<file path="src/include/irx_pkg.sv">
package irx_pkg;
  // register byte offsets
  localparam logic [11:0] REG_CTRL     = 12'h000;
  localparam logic [11:0] REG_COUNT    = 12'h004;
  localparam logic [11:0] REG_BASE     = 12'h008;
  localparam logic [11:0] REG_STATUS   = 12'h00C;
  localparam logic [3:0]  RAM_WIN_PAGE = 4'h1;    // ram window at 0x100
  // control fields
  localparam int CTRL_START_BIT = 0;
  localparam int CTRL_FMT_LSB   = 1;
  // status fields
  localparam int STAT_RUN_BIT   = 0;
  localparam int STAT_LEN_BIT   = 1;
  localparam int STAT_REN_BIT   = 2;
  localparam int STAT_DONE_BIT  = 3;
  localparam int STAT_WORDS_LSB = 16;
  // data formats
  localparam logic [1:0] FMT_STANDARD = 2'h0;
  localparam logic [1:0] FMT_BACKWARD = 2'h1;
  localparam logic [1:0] FMT_FORWARD  = 2'h2;
  // select-to-word-select phase values, in timer ticks
  localparam logic [15:0] PHASE_STANDARD = 16'h0003;
  localparam logic [15:0] PHASE_BACKWARD = 16'h0001;
  localparam logic [15:0] PHASE_FORWARD  = 16'h001F;
  // word geometry
  localparam int          WORD_BITS  = 32;
  localparam logic [31:0] WORD_BYTES = 32'h0000_0004;
  // timer: four ticks per serial clock, 256 per frame
  localparam int SCK_TICK_BIT = 1;
  localparam int WS_TICK_BIT  = 7;
  localparam int CLK_PERIOD_NS = 20;
  localparam int SCK_PERIOD_NS = 160;
  localparam int TICK_DIV = SCK_PERIOD_NS / CLK_PERIOD_NS / 4;
endpackage : irx_pkg

</file>
<file path="src/rtl/irx_serial_unit.sv">
`timescale 1ns/10ps
// one receive-only serial slave unit
module irx_serial_unit #(
  parameter bit SEL_ACTIVE_HIGH = 1'b0  // select polarity
) (
  input  wire logic        clk_i,
  input  wire logic        reset_i,
  input  wire logic        enable_i,  // unit enable bit
  input  wire logic        sck_i,     // synchronised serial clock
  input  wire logic        sd_i,      // synchronised serial data
  input  wire logic        sel_i,     // synchronised unit select
  output logic [31:0]      word_o,    // last complete word
  output logic             full_o     // buffer-full pulse
);
  typedef struct packed {
    logic        sck_prev;  // for edge detect
    logic [31:0] shift;     // incoming bits
    logic [5:0]  cnt;       // bits taken so far
    logic [31:0] word;      // receive buffer
    logic        full;      // one-cycle event
  } irx_unit_state_t;

  irx_unit_state_t st;
  irx_unit_state_t next_st;
  logic            active;

  // active only while enabled and selected at the right level
  assign active = enable_i && (sel_i == SEL_ACTIVE_HIGH);

  // next-state logic
  always_comb begin
    next_st = st;
    next_st.sck_prev = sck_i;
    next_st.full = 1'b0;
    if (!active) begin
      // a switch or disable restarts the word from its first bit
      next_st.cnt = 6'h00;
    end else if (sck_i && !st.sck_prev) begin
      next_st.shift = {st.shift[30:0], sd_i};
      if (st.cnt == 6'(irx_pkg::WORD_BITS - 1)) begin
        next_st.word = {st.shift[30:0], sd_i};
        next_st.full = 1'b1;
        next_st.cnt = 6'h00;
      end else begin
        next_st.cnt = st.cnt + 6'h01;
      end
    end
  end

  // state register
  always_ff @(posedge clk_i) begin
    if (reset_i) begin
      st <= '0;
    end else begin
      st <= next_st;
    end
  end

  assign word_o = st.word;
  assign full_o = st.full;
endmodule : irx_serial_unit

</file>
<file path="src/rtl/irx_receiver.sv">
// Design decisions made here: the address map and the plain strobed port.
`timescale 1ns/10ps
// receive path: select timer, two serial units, transfer controller
module irx_receiver #(
  parameter int RAM_AW   = 6,                  // ram words = 2**RAM_AW
  parameter int TICK_DIV = irx_pkg::TICK_DIV   // clocks per timer tick
) (
  input  wire logic        clk_i,
  input  wire logic        reset_i,
  input  wire logic [11:0] addr_i,     // register byte address
  input  wire logic [31:0] wr_data_i,  // write data
  input  wire logic        wr_i,       // write strobe
  input  wire logic        rd_i,       // read strobe
  output logic [31:0]      rd_data_o,  // read data, one cycle later
  input  wire logic        sck_in_i,   // serial clock pin into units
  input  wire logic        sd_i,       // serial data pin
  input  wire logic        sel_in_i,   // unit select pin into units
  output logic             sck_o,      // timer serial clock out
  output logic             ws_o,       // timer word select out
  output logic             sel_o,      // timer unit select out
  output logic             done_o      // both units stopped
);
  // transfer controller steps, one cycle each except ST_IDLE, which waits for a request
  typedef enum logic [8:0] {
    ST_IDLE   = 9'h001,
    ST_L_DATA = 9'h002,
    ST_L_ADDR = 9'h004,
    ST_R_DATA = 9'h008,
    ST_R_ADDR = 9'h010,
    ST_L_DIS  = 9'h020,
    ST_L_ENA  = 9'h040,
    ST_R_DIS  = 9'h080,
    ST_R_ENA  = 9'h100
  } irx_step_t;

  typedef struct packed {
    irx_step_t   step;      // controller step
    logic [2:0]  sck_s;     // sck sync (0,1) and spare
    logic [1:0]  sd_s;      // data sync
    logic [1:0]  sel_s;     // select sync
    logic [7:0]  div;       // tick divider
    logic [7:0]  tick;      // timer count
    logic        run;       // timer running
    logic [1:0]  fmt;       // data format
    logic [15:0] n_words;   // left channel words; the right channel takes one more
    logic [31:0] base;      // ram start byte address
    logic [31:0] dst_l;     // left destination descriptor
    logic [31:0] dst_r;     // right destination descriptor
    logic [15:0] cnt_l;     // left enable transfer counter
    logic [15:0] cnt_r;     // right enable transfer counter
    logic        chain_l;   // left disable chain enable
    logic        chain_r;   // right disable chain enable
    logic        en_l;      // left unit enable bit
    logic        en_r;      // right unit enable bit
    logic [3:0]  pend;      // l_full, r_full, l_cm, r_cm
    logic [15:0] stored;    // words written to ram
    logic        done;      // reception ended
    logic        sck;       // output regs
    logic        ws;
    logic        sel;
    logic [31:0] rd_data;
  } irx_state_t;

  localparam int P_LFULL = 0;
  localparam int P_RFULL = 1;
  localparam int P_LCM   = 2;
  localparam int P_RCM   = 3;

  irx_state_t        st;
  irx_state_t        next_st;
  logic [31:0]       ram [0:(2**RAM_AW)-1];  // receive buffer
  logic              ram_we;
  logic [RAM_AW-1:0] ram_waddr;
  logic [31:0]       ram_wdata;
  logic [31:0]       word_l;
  logic [31:0]       word_r;
  logic              full_l;
  logic              full_r;
  logic [7:0]        phase;
  logic [7:0]        next_tick;
  logic              next_sel;
  logic [3:0]        events;

  // left unit: active while select is low
  irx_serial_unit #(
    .SEL_ACTIVE_HIGH (1'b0)
  ) u_left_serial_unit (
    .clk_i    (clk_i),
    .reset_i  (reset_i),
    .enable_i (st.en_l),
    .sck_i    (st.sck_s[1]),
    .sd_i     (st.sd_s[1]),
    .sel_i    (st.sel_s[1]),
    .word_o   (word_l),
    .full_o   (full_l)
  );

  // right unit: same data, active while select is high
  irx_serial_unit #(
    .SEL_ACTIVE_HIGH (1'b1)
  ) u_right_serial_unit (
    .clk_i    (clk_i),
    .reset_i  (reset_i),
    .enable_i (st.en_r),
    .sck_i    (st.sck_s[1]),
    .sd_i     (st.sd_s[1]),
    .sel_i    (st.sel_s[1]),
    .word_o   (word_r),
    .full_o   (full_r)
  );

  // phase lag chosen by format
  always_comb begin
    unique case (st.fmt)
      irx_pkg::FMT_BACKWARD: phase = irx_pkg::PHASE_BACKWARD[7:0];
      irx_pkg::FMT_FORWARD:  phase = irx_pkg::PHASE_FORWARD[7:0];
      default:               phase = irx_pkg::PHASE_STANDARD[7:0];
    endcase
  end

  // timer tick, select and compare-match events
  always_comb begin
    next_tick = st.tick;
    if (st.run && st.div == 8'(TICK_DIV - 1)) begin
      next_tick = st.tick + 8'h01;
    end
    // select is word select delayed by the phase value; below the
    // phase the old level holds, so a fresh start shows no false rise
    if (next_tick < phase) begin
      next_sel = st.run && st.sel;
    end else begin
      next_sel = st.run && (8'(next_tick - phase) >= 8'h80);
    end
    events = 4'h0;
    events[P_LFULL] = full_l;
    events[P_RFULL] = full_r;
    events[P_LCM] = next_sel && !st.sel;
    events[P_RCM] = !next_sel && st.sel;
  end

  // main next-state logic
  always_comb begin
    next_st = st;
    ram_we = 1'b0;
    ram_waddr = st.dst_l[RAM_AW+1:2];
    ram_wdata = word_l;
    // pin synchronisers: first stage read only by the second
    next_st.sck_s = {1'b0, st.sck_s[0], sck_in_i};
    next_st.sd_s = {st.sd_s[0], sd_i};
    next_st.sel_s = {st.sel_s[0], sel_in_i};
    // timer
    next_st.div = (st.run && st.div != 8'(TICK_DIV - 1)) ?
                  st.div + 8'h01 : 8'h00;
    next_st.tick = next_tick;
    next_st.sck = st.run && next_tick[irx_pkg::SCK_TICK_BIT];
    next_st.ws = st.run && next_tick[irx_pkg::WS_TICK_BIT];
    next_st.sel = next_sel;
    next_st.rd_data = 32'h0000_0000;
    // controller: serve one pending request per idle cycle
    unique case (st.step)
      ST_IDLE: begin
        if (st.pend[P_LFULL]) begin
          next_st.pend[P_LFULL] = 1'b0;
          next_st.step = ST_L_DATA;
        end else if (st.pend[P_RFULL]) begin
          next_st.pend[P_RFULL] = 1'b0;
          next_st.step = ST_R_DATA;
        end else if (st.pend[P_LCM]) begin
          next_st.pend[P_LCM] = 1'b0;
          next_st.step = ST_L_DIS;
        end else if (st.pend[P_RCM]) begin
          next_st.pend[P_RCM] = 1'b0;
          next_st.step = ST_R_DIS;
        end
      end
      ST_L_DATA: begin
        // move left word, advance its destination
        ram_we = 1'b1;
        next_st.dst_l = st.dst_l + irx_pkg::WORD_BYTES;
        next_st.stored = st.stored + 16'h0001;
        next_st.step = ST_L_ADDR;
      end
      ST_L_ADDR: begin
        // hand the advanced address to the right descriptor
        next_st.dst_r = st.dst_l;
        next_st.step = ST_IDLE;
      end
      ST_R_DATA: begin
        ram_waddr = st.dst_r[RAM_AW+1:2];
        ram_wdata = word_r;
        ram_we = 1'b1;
        next_st.dst_r = st.dst_r + irx_pkg::WORD_BYTES;
        next_st.stored = st.stored + 16'h0001;
        next_st.step = ST_R_ADDR;
      end
      ST_R_ADDR: begin
        next_st.dst_l = st.dst_r;
        next_st.step = ST_IDLE;
      end
      ST_L_DIS: begin
        next_st.en_l = 1'b0;
        next_st.step = st.chain_l ? ST_L_ENA : ST_IDLE;
      end
      ST_L_ENA: begin
        next_st.en_l = 1'b1;
        if (st.cnt_l != 16'h0000) begin
          next_st.cnt_l = st.cnt_l - 16'h0001;
        end
        // chain-select: end processing only when the count expires
        if (st.cnt_l == 16'h0001 || st.cnt_l == 16'h0000) begin
          next_st.chain_l = 1'b0;
        end
        next_st.step = ST_IDLE;
      end
      ST_R_DIS: begin
        next_st.en_r = 1'b0;
        next_st.step = st.chain_r ? ST_R_ENA : ST_IDLE;
      end
      ST_R_ENA: begin
        next_st.en_r = 1'b1;
        if (st.cnt_r != 16'h0000) begin
          next_st.cnt_r = st.cnt_r - 16'h0001;
        end
        if (st.cnt_r == 16'h0001 || st.cnt_r == 16'h0000) begin
          next_st.chain_r = 1'b0;
        end
        next_st.step = ST_IDLE;
      end
      default: next_st.step = ST_IDLE;
    endcase
    // new events set after the clears above, so set wins
    if (st.run) begin
      next_st.pend = next_st.pend | events;
    end
    // stop the timer once both units are off for good
    if (st.run && !st.chain_l && !st.chain_r && !st.en_l && !st.en_r
        && st.step == ST_IDLE) begin
      next_st.run = 1'b0;
      next_st.done = 1'b1;
      next_st.pend = 4'h0;
    end
    // register writes
    if (wr_i) begin
      unique case (addr_i)
        irx_pkg::REG_CTRL: begin
          next_st.fmt = wr_data_i[irx_pkg::CTRL_FMT_LSB +: 2];
          if (wr_data_i[irx_pkg::CTRL_START_BIT]) begin
            // arm descriptors and start the timer
            next_st.run = 1'b1;
            next_st.done = 1'b0;
            next_st.div = 8'h00;
            next_st.tick = 8'h00;
            next_st.sel = 1'b0;
            next_st.pend = 4'h0;
            next_st.step = ST_IDLE;
            next_st.dst_l = st.base;
            next_st.dst_r = st.base;
            next_st.cnt_l = st.n_words - 16'h0001;
            next_st.cnt_r = st.n_words;
            next_st.chain_l = 1'b1;
            next_st.chain_r = 1'b1;
            next_st.en_l = 1'b1;
            next_st.en_r = 1'b1;
            next_st.stored = 16'h0000;
          end
        end
        irx_pkg::REG_COUNT: next_st.n_words = wr_data_i[15:0];
        irx_pkg::REG_BASE:  next_st.base = wr_data_i;
        default: ;  // other addresses ignore writes
      endcase
    end
    // register reads, data valid in the following cycle only
    if (rd_i) begin
      if (addr_i[11:8] == irx_pkg::RAM_WIN_PAGE) begin
        next_st.rd_data = ram[addr_i[RAM_AW+1:2]];
      end else begin
        unique case (addr_i)
          irx_pkg::REG_CTRL:
            next_st.rd_data = {29'h0, st.fmt, 1'b0};
          irx_pkg::REG_COUNT:
            next_st.rd_data = {16'h0000, st.n_words};
          irx_pkg::REG_BASE:
            next_st.rd_data = st.base;
          irx_pkg::REG_STATUS: begin
            next_st.rd_data[irx_pkg::STAT_RUN_BIT] = st.run;
            next_st.rd_data[irx_pkg::STAT_LEN_BIT] = st.en_l;
            next_st.rd_data[irx_pkg::STAT_REN_BIT] = st.en_r;
            next_st.rd_data[irx_pkg::STAT_DONE_BIT] = st.done;
            next_st.rd_data[irx_pkg::STAT_WORDS_LSB +: 16] = st.stored;
          end
          default: next_st.rd_data = 32'h0000_0000;  // unmapped
        endcase
      end
    end
  end

  // receive buffer, written by the data steps only
  always_ff @(posedge clk_i) begin
    if (ram_we) begin
      ram[ram_waddr] <= ram_wdata;
    end
  end

  // state register
  always_ff @(posedge clk_i) begin
    if (reset_i) begin
      st <= '0;
      st.step <= ST_IDLE;
    end else begin
      st <= next_st;
    end
  end

  assign rd_data_o = st.rd_data;
  assign sck_o = st.sck;
  assign ws_o = st.ws;
  assign sel_o = st.sel;
  assign done_o = st.done;
endmodule : irx_receiver

</file>
<file path="config.mk">
export PLATFORM = sky130hd
export DESIGN_NAME = irx_receiver
export DESIGN_NICKNAME = d
export VERILOG_FILES = /design/src/include/irx_pkg.sv /design/src/rtl/irx_serial_unit.sv /design/src/rtl/irx_receiver.sv
export SDC_FILE = /design/constraint.sdc
export NUM_CORES = 2
export LEC_CHECK = 0
export BUFFER_PORTS_ARGS = -buffer_cell sky130_fd_sc_hd__buf_2
export CAP_MARGIN = 10
export CORE_MARGIN = 2
export CORE_UTILIZATION = 44
export CTS_BUF_LIST = sky130_fd_sc_hd__clkbuf_8
export DETAILED_ROUTE_END_ITERATION = 12
export GPL_TIMING_DRIVEN = 0
export HOLD_SLACK_MARGIN = 0.1
export PLACE_DENSITY = 0.6
export SYNTH_ARGS = -nofsm -noshare
export SYNTH_HDL_FRONTEND = slang
export SYNTH_SLANG_ARGS = --single-unit
export TNS_END_PERCENT = 10
</file>
<file path="constraint.sdc">
create_clock -name clk_i -period 7.87 [get_ports clk_i]
set_input_delay 1.1805 -clock clk_i [delete_from_list [all_inputs] [get_ports clk_i]]
set_output_delay 1.1805 -clock clk_i [all_outputs]
set_load 0.02 [all_outputs]
</file>
* Word level (Yosys, flattened, before mapping) *
Memories as Yosys holds them, arrays and structs flattened.
Index checks and enable logic that the tools add are counted.
Widths: inputs -> output; s select.

cells by class
  add/subtract/negate cells = 11
  $lt $le $gt $ge = 2
  multiplexer cells = 58
  eq/ne operators = 21
  reductions and logical operators = 43
  bitwise gates (word level) = 6

operators by type and width
  operator               count
  $mux 121               2
  $mux 188               1
  $pmux 32 s2            2
  $mux 16                6
  $mux 32                3
  $mux 9                 8
  $add 32x3->32 const B  2
  $sub 16x1->16 const B  3
  $pmux 9 s5             1
  $eq 16x1->1 const B    2
  $logic_not 16->1       2
  $pmux 16 s2            1
  $reduce_bool 16->1     2
  $eq 12x4->1 const B    2
  $pmux 12 s2            1
  $mux 19                1
  $mux 6                 3
  $mux 17                1
  $add 16x1->16 const B  1
  $add 8x1->8 const B    2
  $logic_and 1x1->1      16
  $mux 1                 16
  $mux 8                 2
  $pmux 4 s4             1
  35 further kinds       60

storage, ports and cells
  word-level logic and storage cells = 176
  RAM bits = 2,048
  input port bits = 51
  flip-flop bits (word level) = 379
  memories = 1

memories
  memory  depth  bits a word  rd ports  clocked after Yosys merged registers in  write ports  RTL line            RTL
  ram     64     32           1         0                                        1            irx_receiver.sv:71  logic [31:0] ram [0:(2**RAM_AW)-1];

* Logic depth before layout (Yosys ltp) *
  word-level depth = 15
  depth in mapped cells = 14

* Modules after synthesis *
Synthesis repeated with hierarchy kept, for this count alone.

second synthesis, totals
  cells, all modules = 5,240
  area total of the unflattened synthesis = 93,101.8 um^2

by module, submodules not included
  module                                 cells an instance  sequential area each (um^2)  area an instance (um^2)  times used
  irx_receiver                           4,634              65,222.6                     87,480.2                 1
  irx_serial_unit (u_right_serial_unit)  307                1,421.4                      2,852.7                  1
  irx_serial_unit (u_left_serial_unit)   299                1,421.4                      2,768.9                  1

* Worst setup path after synthesis *
Ideal clock, no wire load.

  path kind = reg2reg
  start = register st[232] in the netlist's numbering
  end = memory ram[14][0], enable pin
  library setup time = 0.421 ns
  data required time = 7.449 ns
  arrival time = 3.309 ns
  buffers on the path = 1
  setup slack = 4.140 ns
  clock period less this slack = 3.730 ns
  cell stages (with the launch flop) = 8
  cell sequence = dfxtp_1 or4_1 or3_1 nor2_1 a22oi_1 or2_0 clkbuf_1 nor2_1

on the way
  word-level cells in the longest chain between the ends = 5
  elaborated cells between the ends (all ways) = 7
  those cells by class = 2 x eq/ne; 4 x mux; 1 x reduce/logical

RTL lines
  item                                             RTL line             RTL
  from (decl)                                      irx_receiver.sv:69   irx_state_t st;
  from (signal assigned)                           irx_receiver.sv:310  st <= next_st;
  $eq 9x4->1 / $eq 9x2->1 (equally long branches)  irx_receiver.sv:160  unique case (st.step)
  $reduce_or 2->1 (no line)                        -
  $mux 1                                           irx_receiver.sv:160
  $mux 1                                           irx_receiver.sv:299  if (ram_we) begin
  $mux 1 (implied by the code)                     irx_receiver.sv:300  ram[ram_waddr] <= ram_wdata;
  to (decl)                                        irx_receiver.sv:71

Several ways; a longest one is shown, not always the timed one.

* Final worst setup path *
  start = input port addr_i[6]
  end = register st, in the netlist rd_data_o[23]

on the way
  word-level cells in the longest chain between the ends = 3
  elaborated cells between the ends (all ways) = 5
  those cells by class = 2 x eq/ne; 2 x mux; 1 x memory

RTL lines
  item                                                                   RTL line             RTL
  from (decl)                                                            irx_receiver.sv:10   input wire logic [11:0] addr_i,
  parallel branches: the longest is 2 deep, another holds $mem_v2 64x32  -
  $mux 32 *                                                              irx_receiver.sv:274  if (addr_i[11:8] == irx_pkg::RAM_WIN_PAGE) begin

Mark *: on every way between the ends.
A chain may end at the register's enable or synchronous reset.

==> impl_metrics.env <==
export IMPL_run_status="finished clean"
export IMPL_critical_path_max_stage_delay_ns=1.07
export IMPL_timing_max_transition_violations_final=0
export IMPL_whs_path_depth=3
export IMPL_power_per_cell_area_nw_per_um2=228.6
export IMPL_cts_repair_resize_count=0
export IMPL_slew_headroom_pct=2.823
export IMPL_postPlaceCellArea_um2=100800
export IMPL_power_leakage_nw=35.38
export IMPL_antenna_found_initial=26
export IMPL_global_route_usage_met2_pct=44.92
export IMPL_yosys_cell_types_count=87
export IMPL_grt_max_degree=65
export IMPL_crit_top_cell="sky130_fd_sc_hd__clkbuf_1"
export IMPL_cp_required_ns=8.75
export IMPL_globalRouteOverflowTotal=0
export IMPL_synthesis_instances=5104
export IMPL_grt_pass1_wl_um=437300
export IMPL_whs_ns=0.3196
export IMPL_fp_dieH_um=463.1
export IMPL_chipWidth_um=463.1
export IMPL_kind_of_end_point_of_the_critical_path="flip-flop"
export IMPL_grt_util_met3_pct=9.201
export IMPL_vdd_ir_drop_worst_mv=0.1976
export IMPL_first_pass_iters=8
export IMPL_routed_wl_um=323600
export IMPL_ioPinCount=87
export IMPL_cts_made_buffers=399
export IMPL_timing_clock_skew_ns=0.09614
export IMPL_fin_util_pct=51.55
export IMPL_power_frac_comb_pct=4.2
export IMPL_timing_critical_path_slowest_stage_cell="sky130_fd_sc_hd__clkbuf_1"
export IMPL_clock_latency_reported_for_the_late_side_of_the_worst_skew_pair_ns=1.15
export IMPL_nNetsFinal=5842
export IMPL_synth_top_flop_cell="sky130_fd_sc_hd__edfxtp_1"
export IMPL_dr_first_iter_drc_count=8618
export IMPL_design_die_area_um2=214400
export IMPL_yosysTopAreaCell="sky130_fd_sc_hd__edfxtp_1"
export IMPL_first_global_vias=53560
export IMPL_post_synth_main_area_contributors="sky130_fd_sc_hd__edfxtp_1, sky130_fd_sc_hd__mux4_2, sky130_fd_sc_hd__dfxtp_1"
export IMPL_post_route_min_period_ns=5.783
export IMPL_dp_cells=8170
export IMPL_clkPwrFrac_pct=41.2
export IMPL_cp_start_kind="input port"
export IMPL_seq_area_frac_synth_pct=73.38
export IMPL_synth_area_um2=92730
export IMPL_cts_max_level=5
export IMPL_cts_tree="built"
export IMPL_finalHoldViolations=0
export IMPL_holdCritPathClass="input port to flip-flop"
export IMPL_postRouteAntennaNets=0
export IMPL_gp_congestion=0.8954
export IMPL_grt_busiest_layer="met2"
export IMPL_worst_path_max_fanout=10
export IMPL_initial_utilization_pct=44.25
export IMPL_cts_repair_timing_setup_buffer_count=0
export IMPL_reg2regPathDepth=7
export IMPL_pre_cts_slack_ns=1.163
export IMPL_drive_gt1_share_pct=26.64
export IMPL_synth_enable_flop_cells=2048
export IMPL_netSwitchingFraction_pct=23.06
export IMPL_timing_critical_path_cells="buf_2, clkbuf_1, clkbuf_1, buf_8, clkbuf_1, clkbuf_1, a211oi_1, nor4_1"
export IMPL_clock_net_sink_count=2375
export IMPL_yosysWarningCount=0
export IMPL_stdcell_count=8885
export IMPL_post_synth_top_area_fraction_pct=66.32
export IMPL_switchingPower_mw=5.695
export IMPL_gr_usage_all_layers_pct=29.71
export IMPL_grt_use_met1_pct=38.77
export IMPL_tightest_slew_ns=1.458
export IMPL_route_detailed_vias_per_inst=6.282
export IMPL_ff2ff_setup_slack_ns=3.56
export IMPL_postLayoutCellArea_um2=108000
export IMPL_timing_setup_tns_ns=0
export IMPL_cts_root_to_sink_buffers=4
export IMPL_via_count=55810
export IMPL_finalSetupViolCount=0
export IMPL_dpl_hpwl_um=222100
export IMPL_period_share_pct=73.48
export IMPL_flow_area_growth_from_synthesis_pct=16.50
export IMPL_drt_drc_violations_left=0
export IMPL_syn_nets=5173
export IMPL_grt_setup_unrepaired="false"
export IMPL_p_int_mw=19.00
export IMPL_postSynthAreaPerCell_um2=18.17
export IMPL_timing_critical_path_arrival_ns=6.66
export IMPL_yosys_register_bits=2375
export IMPL_core_um2=209600
export IMPL_postLayoutSetupSlackWorst_ns=2.087
export IMPL_wl_per_cell_um=36.42
export IMPL_clock_tree_root_cell="sky130_fd_sc_hd__clkbuf_8"
export IMPL_final_cell_mix="sky130_fd_sc_hd__edfxtp_1, sky130_fd_sc_hd__mux4_2, sky130_fd_sc_hd__nand2_1"
export IMPL_io_buffers=83
export IMPL_total_power_consumption_mw=24.69
export IMPL_placement_rows=168
export IMPL_drv_cap=0
export IMPL_holdBufCountCts=0
export IMPL_fmax_mhz=172.9
export IMPL_critical_path_class="input port to flip-flop"
export IMPL_final_common_cell="sky130_fd_sc_hd__edfxtp_1"
export IMPL_clk_transition_reported_paths_ns=0.06
export IMPL_async_flop_share_pct=0
export IMPL_seq_power_share_pct=54.6
==> routing by layer <==
layer / part of all wire (%) / wire [um]
met1: 37 / 119000
met2: 45 / 145900
met3: 12 / 40180
met4: 5.7 / 18400
met5: 0.032 / 103
==> synth_stat cells (28+ instances only) <==
library cell / n
sky130_fd_sc_hd__xor2_1: 38
sky130_fd_sc_hd__o21ai_0: 37
sky130_fd_sc_hd__mux4_2: 555
sky130_fd_sc_hd__a211oi_1: 56
sky130_fd_sc_hd__nand2b_1: 28
sky130_fd_sc_hd__buf_2: 63
sky130_fd_sc_hd__nor2_1: 204
sky130_fd_sc_hd__a21oi_1: 215
sky130_fd_sc_hd__mux2i_1: 91
sky130_fd_sc_hd__buf_4: 72
sky130_fd_sc_hd__nor3_1: 45
sky130_fd_sc_hd__a31oi_1: 30
sky130_fd_sc_hd__nand3_1: 43
sky130_fd_sc_hd__nor2b_1: 51
sky130_fd_sc_hd__dfxtp_1: 327
sky130_fd_sc_hd__clkbuf_1: 148
sky130_fd_sc_hd__a22oi_1: 39
sky130_fd_sc_hd__edfxtp_1: 2048
sky130_fd_sc_hd__nor4_1: 29
sky130_fd_sc_hd__nand2_1: 577
sky130_fd_sc_hd__xnor2_1: 34
sky130_fd_sc_hd__a221oi_1: 36
==> sequential cells by signal, summed over array words and instances, names as in the netlist <==
register / count
u_left_serial_unit.word_o: 32
u_left_serial_unit.full_o: 1
u_left_serial_unit.st: 38
u_right_serial_unit.word_o: 32
rd_data_o: 32
sck_o: 1
u_right_serial_unit.st: 37
next_st: 3
ram: 2048
done_o: 1
sel_o: 1
st: 147
ws_o: 1
u_right_serial_unit.full_o: 1
==> path summary, 6_finish.rpt <==
kind,startpoint,endpoint
worst min register to register,u_left_serial_unit.st[45],u_left_serial_unit.st[46]
worst max register to register,st[235],ram[25][13]
worst min-delay path,wr_data_i[17],st[173]
worst max-delay path,addr_i[6],rd_data_o[23]
==> cell families after synthesis <==
logic type	after synthesis	share of synthesized area [%]
buf+inv	349	1.981
compound gates	531	3.701
mux	658	14.61
simple gates	1101	5.404
xor+xnor	72	0.6801
fa+ha+maj	18	0.2429
flops	2375	73.38
==> cell type report <==
class                           instances  area (um^2)
Inverter                               21        78.83
Clock inverter                        271         1250
Fill cell                           17030       101500
Sequential cell                      2375        68050
Multi-Input combinational cell       2380        23470
Timing Repair Buffer                  268         4016
Buffer                                328         1762
Clock buffer                          427         5877
Tap cell                             2805         3510
Antenna cell                           10        25.02
==> critical path: cells and delay by family <==
kind | cells | cell delay, ns
buffers and inverters | 6 | 3.78
and+or+nand+nor | 1 | 1.02
AOI/OAI and AO/OA | 1 | 0.63
==> power groups by stage <==
| stage | Sequential (mW) | Combinational (mW) | Clock (mW) |
|---|---|---|---|
| CTS | 13.5 | 1.02 | 10.2 |
| global route | 13.5 | 1.06 | 10.8 |
| finish | 13.5 | 1.04 | 10.2 |
| detailed placement | 13.7 | 1.02 | 0 |
| floorplan | 13.7 | 0.583 | 0 |
| global placement | 13.7 | 1.01 | 0 |
Power figures use the tool's default switching activity.
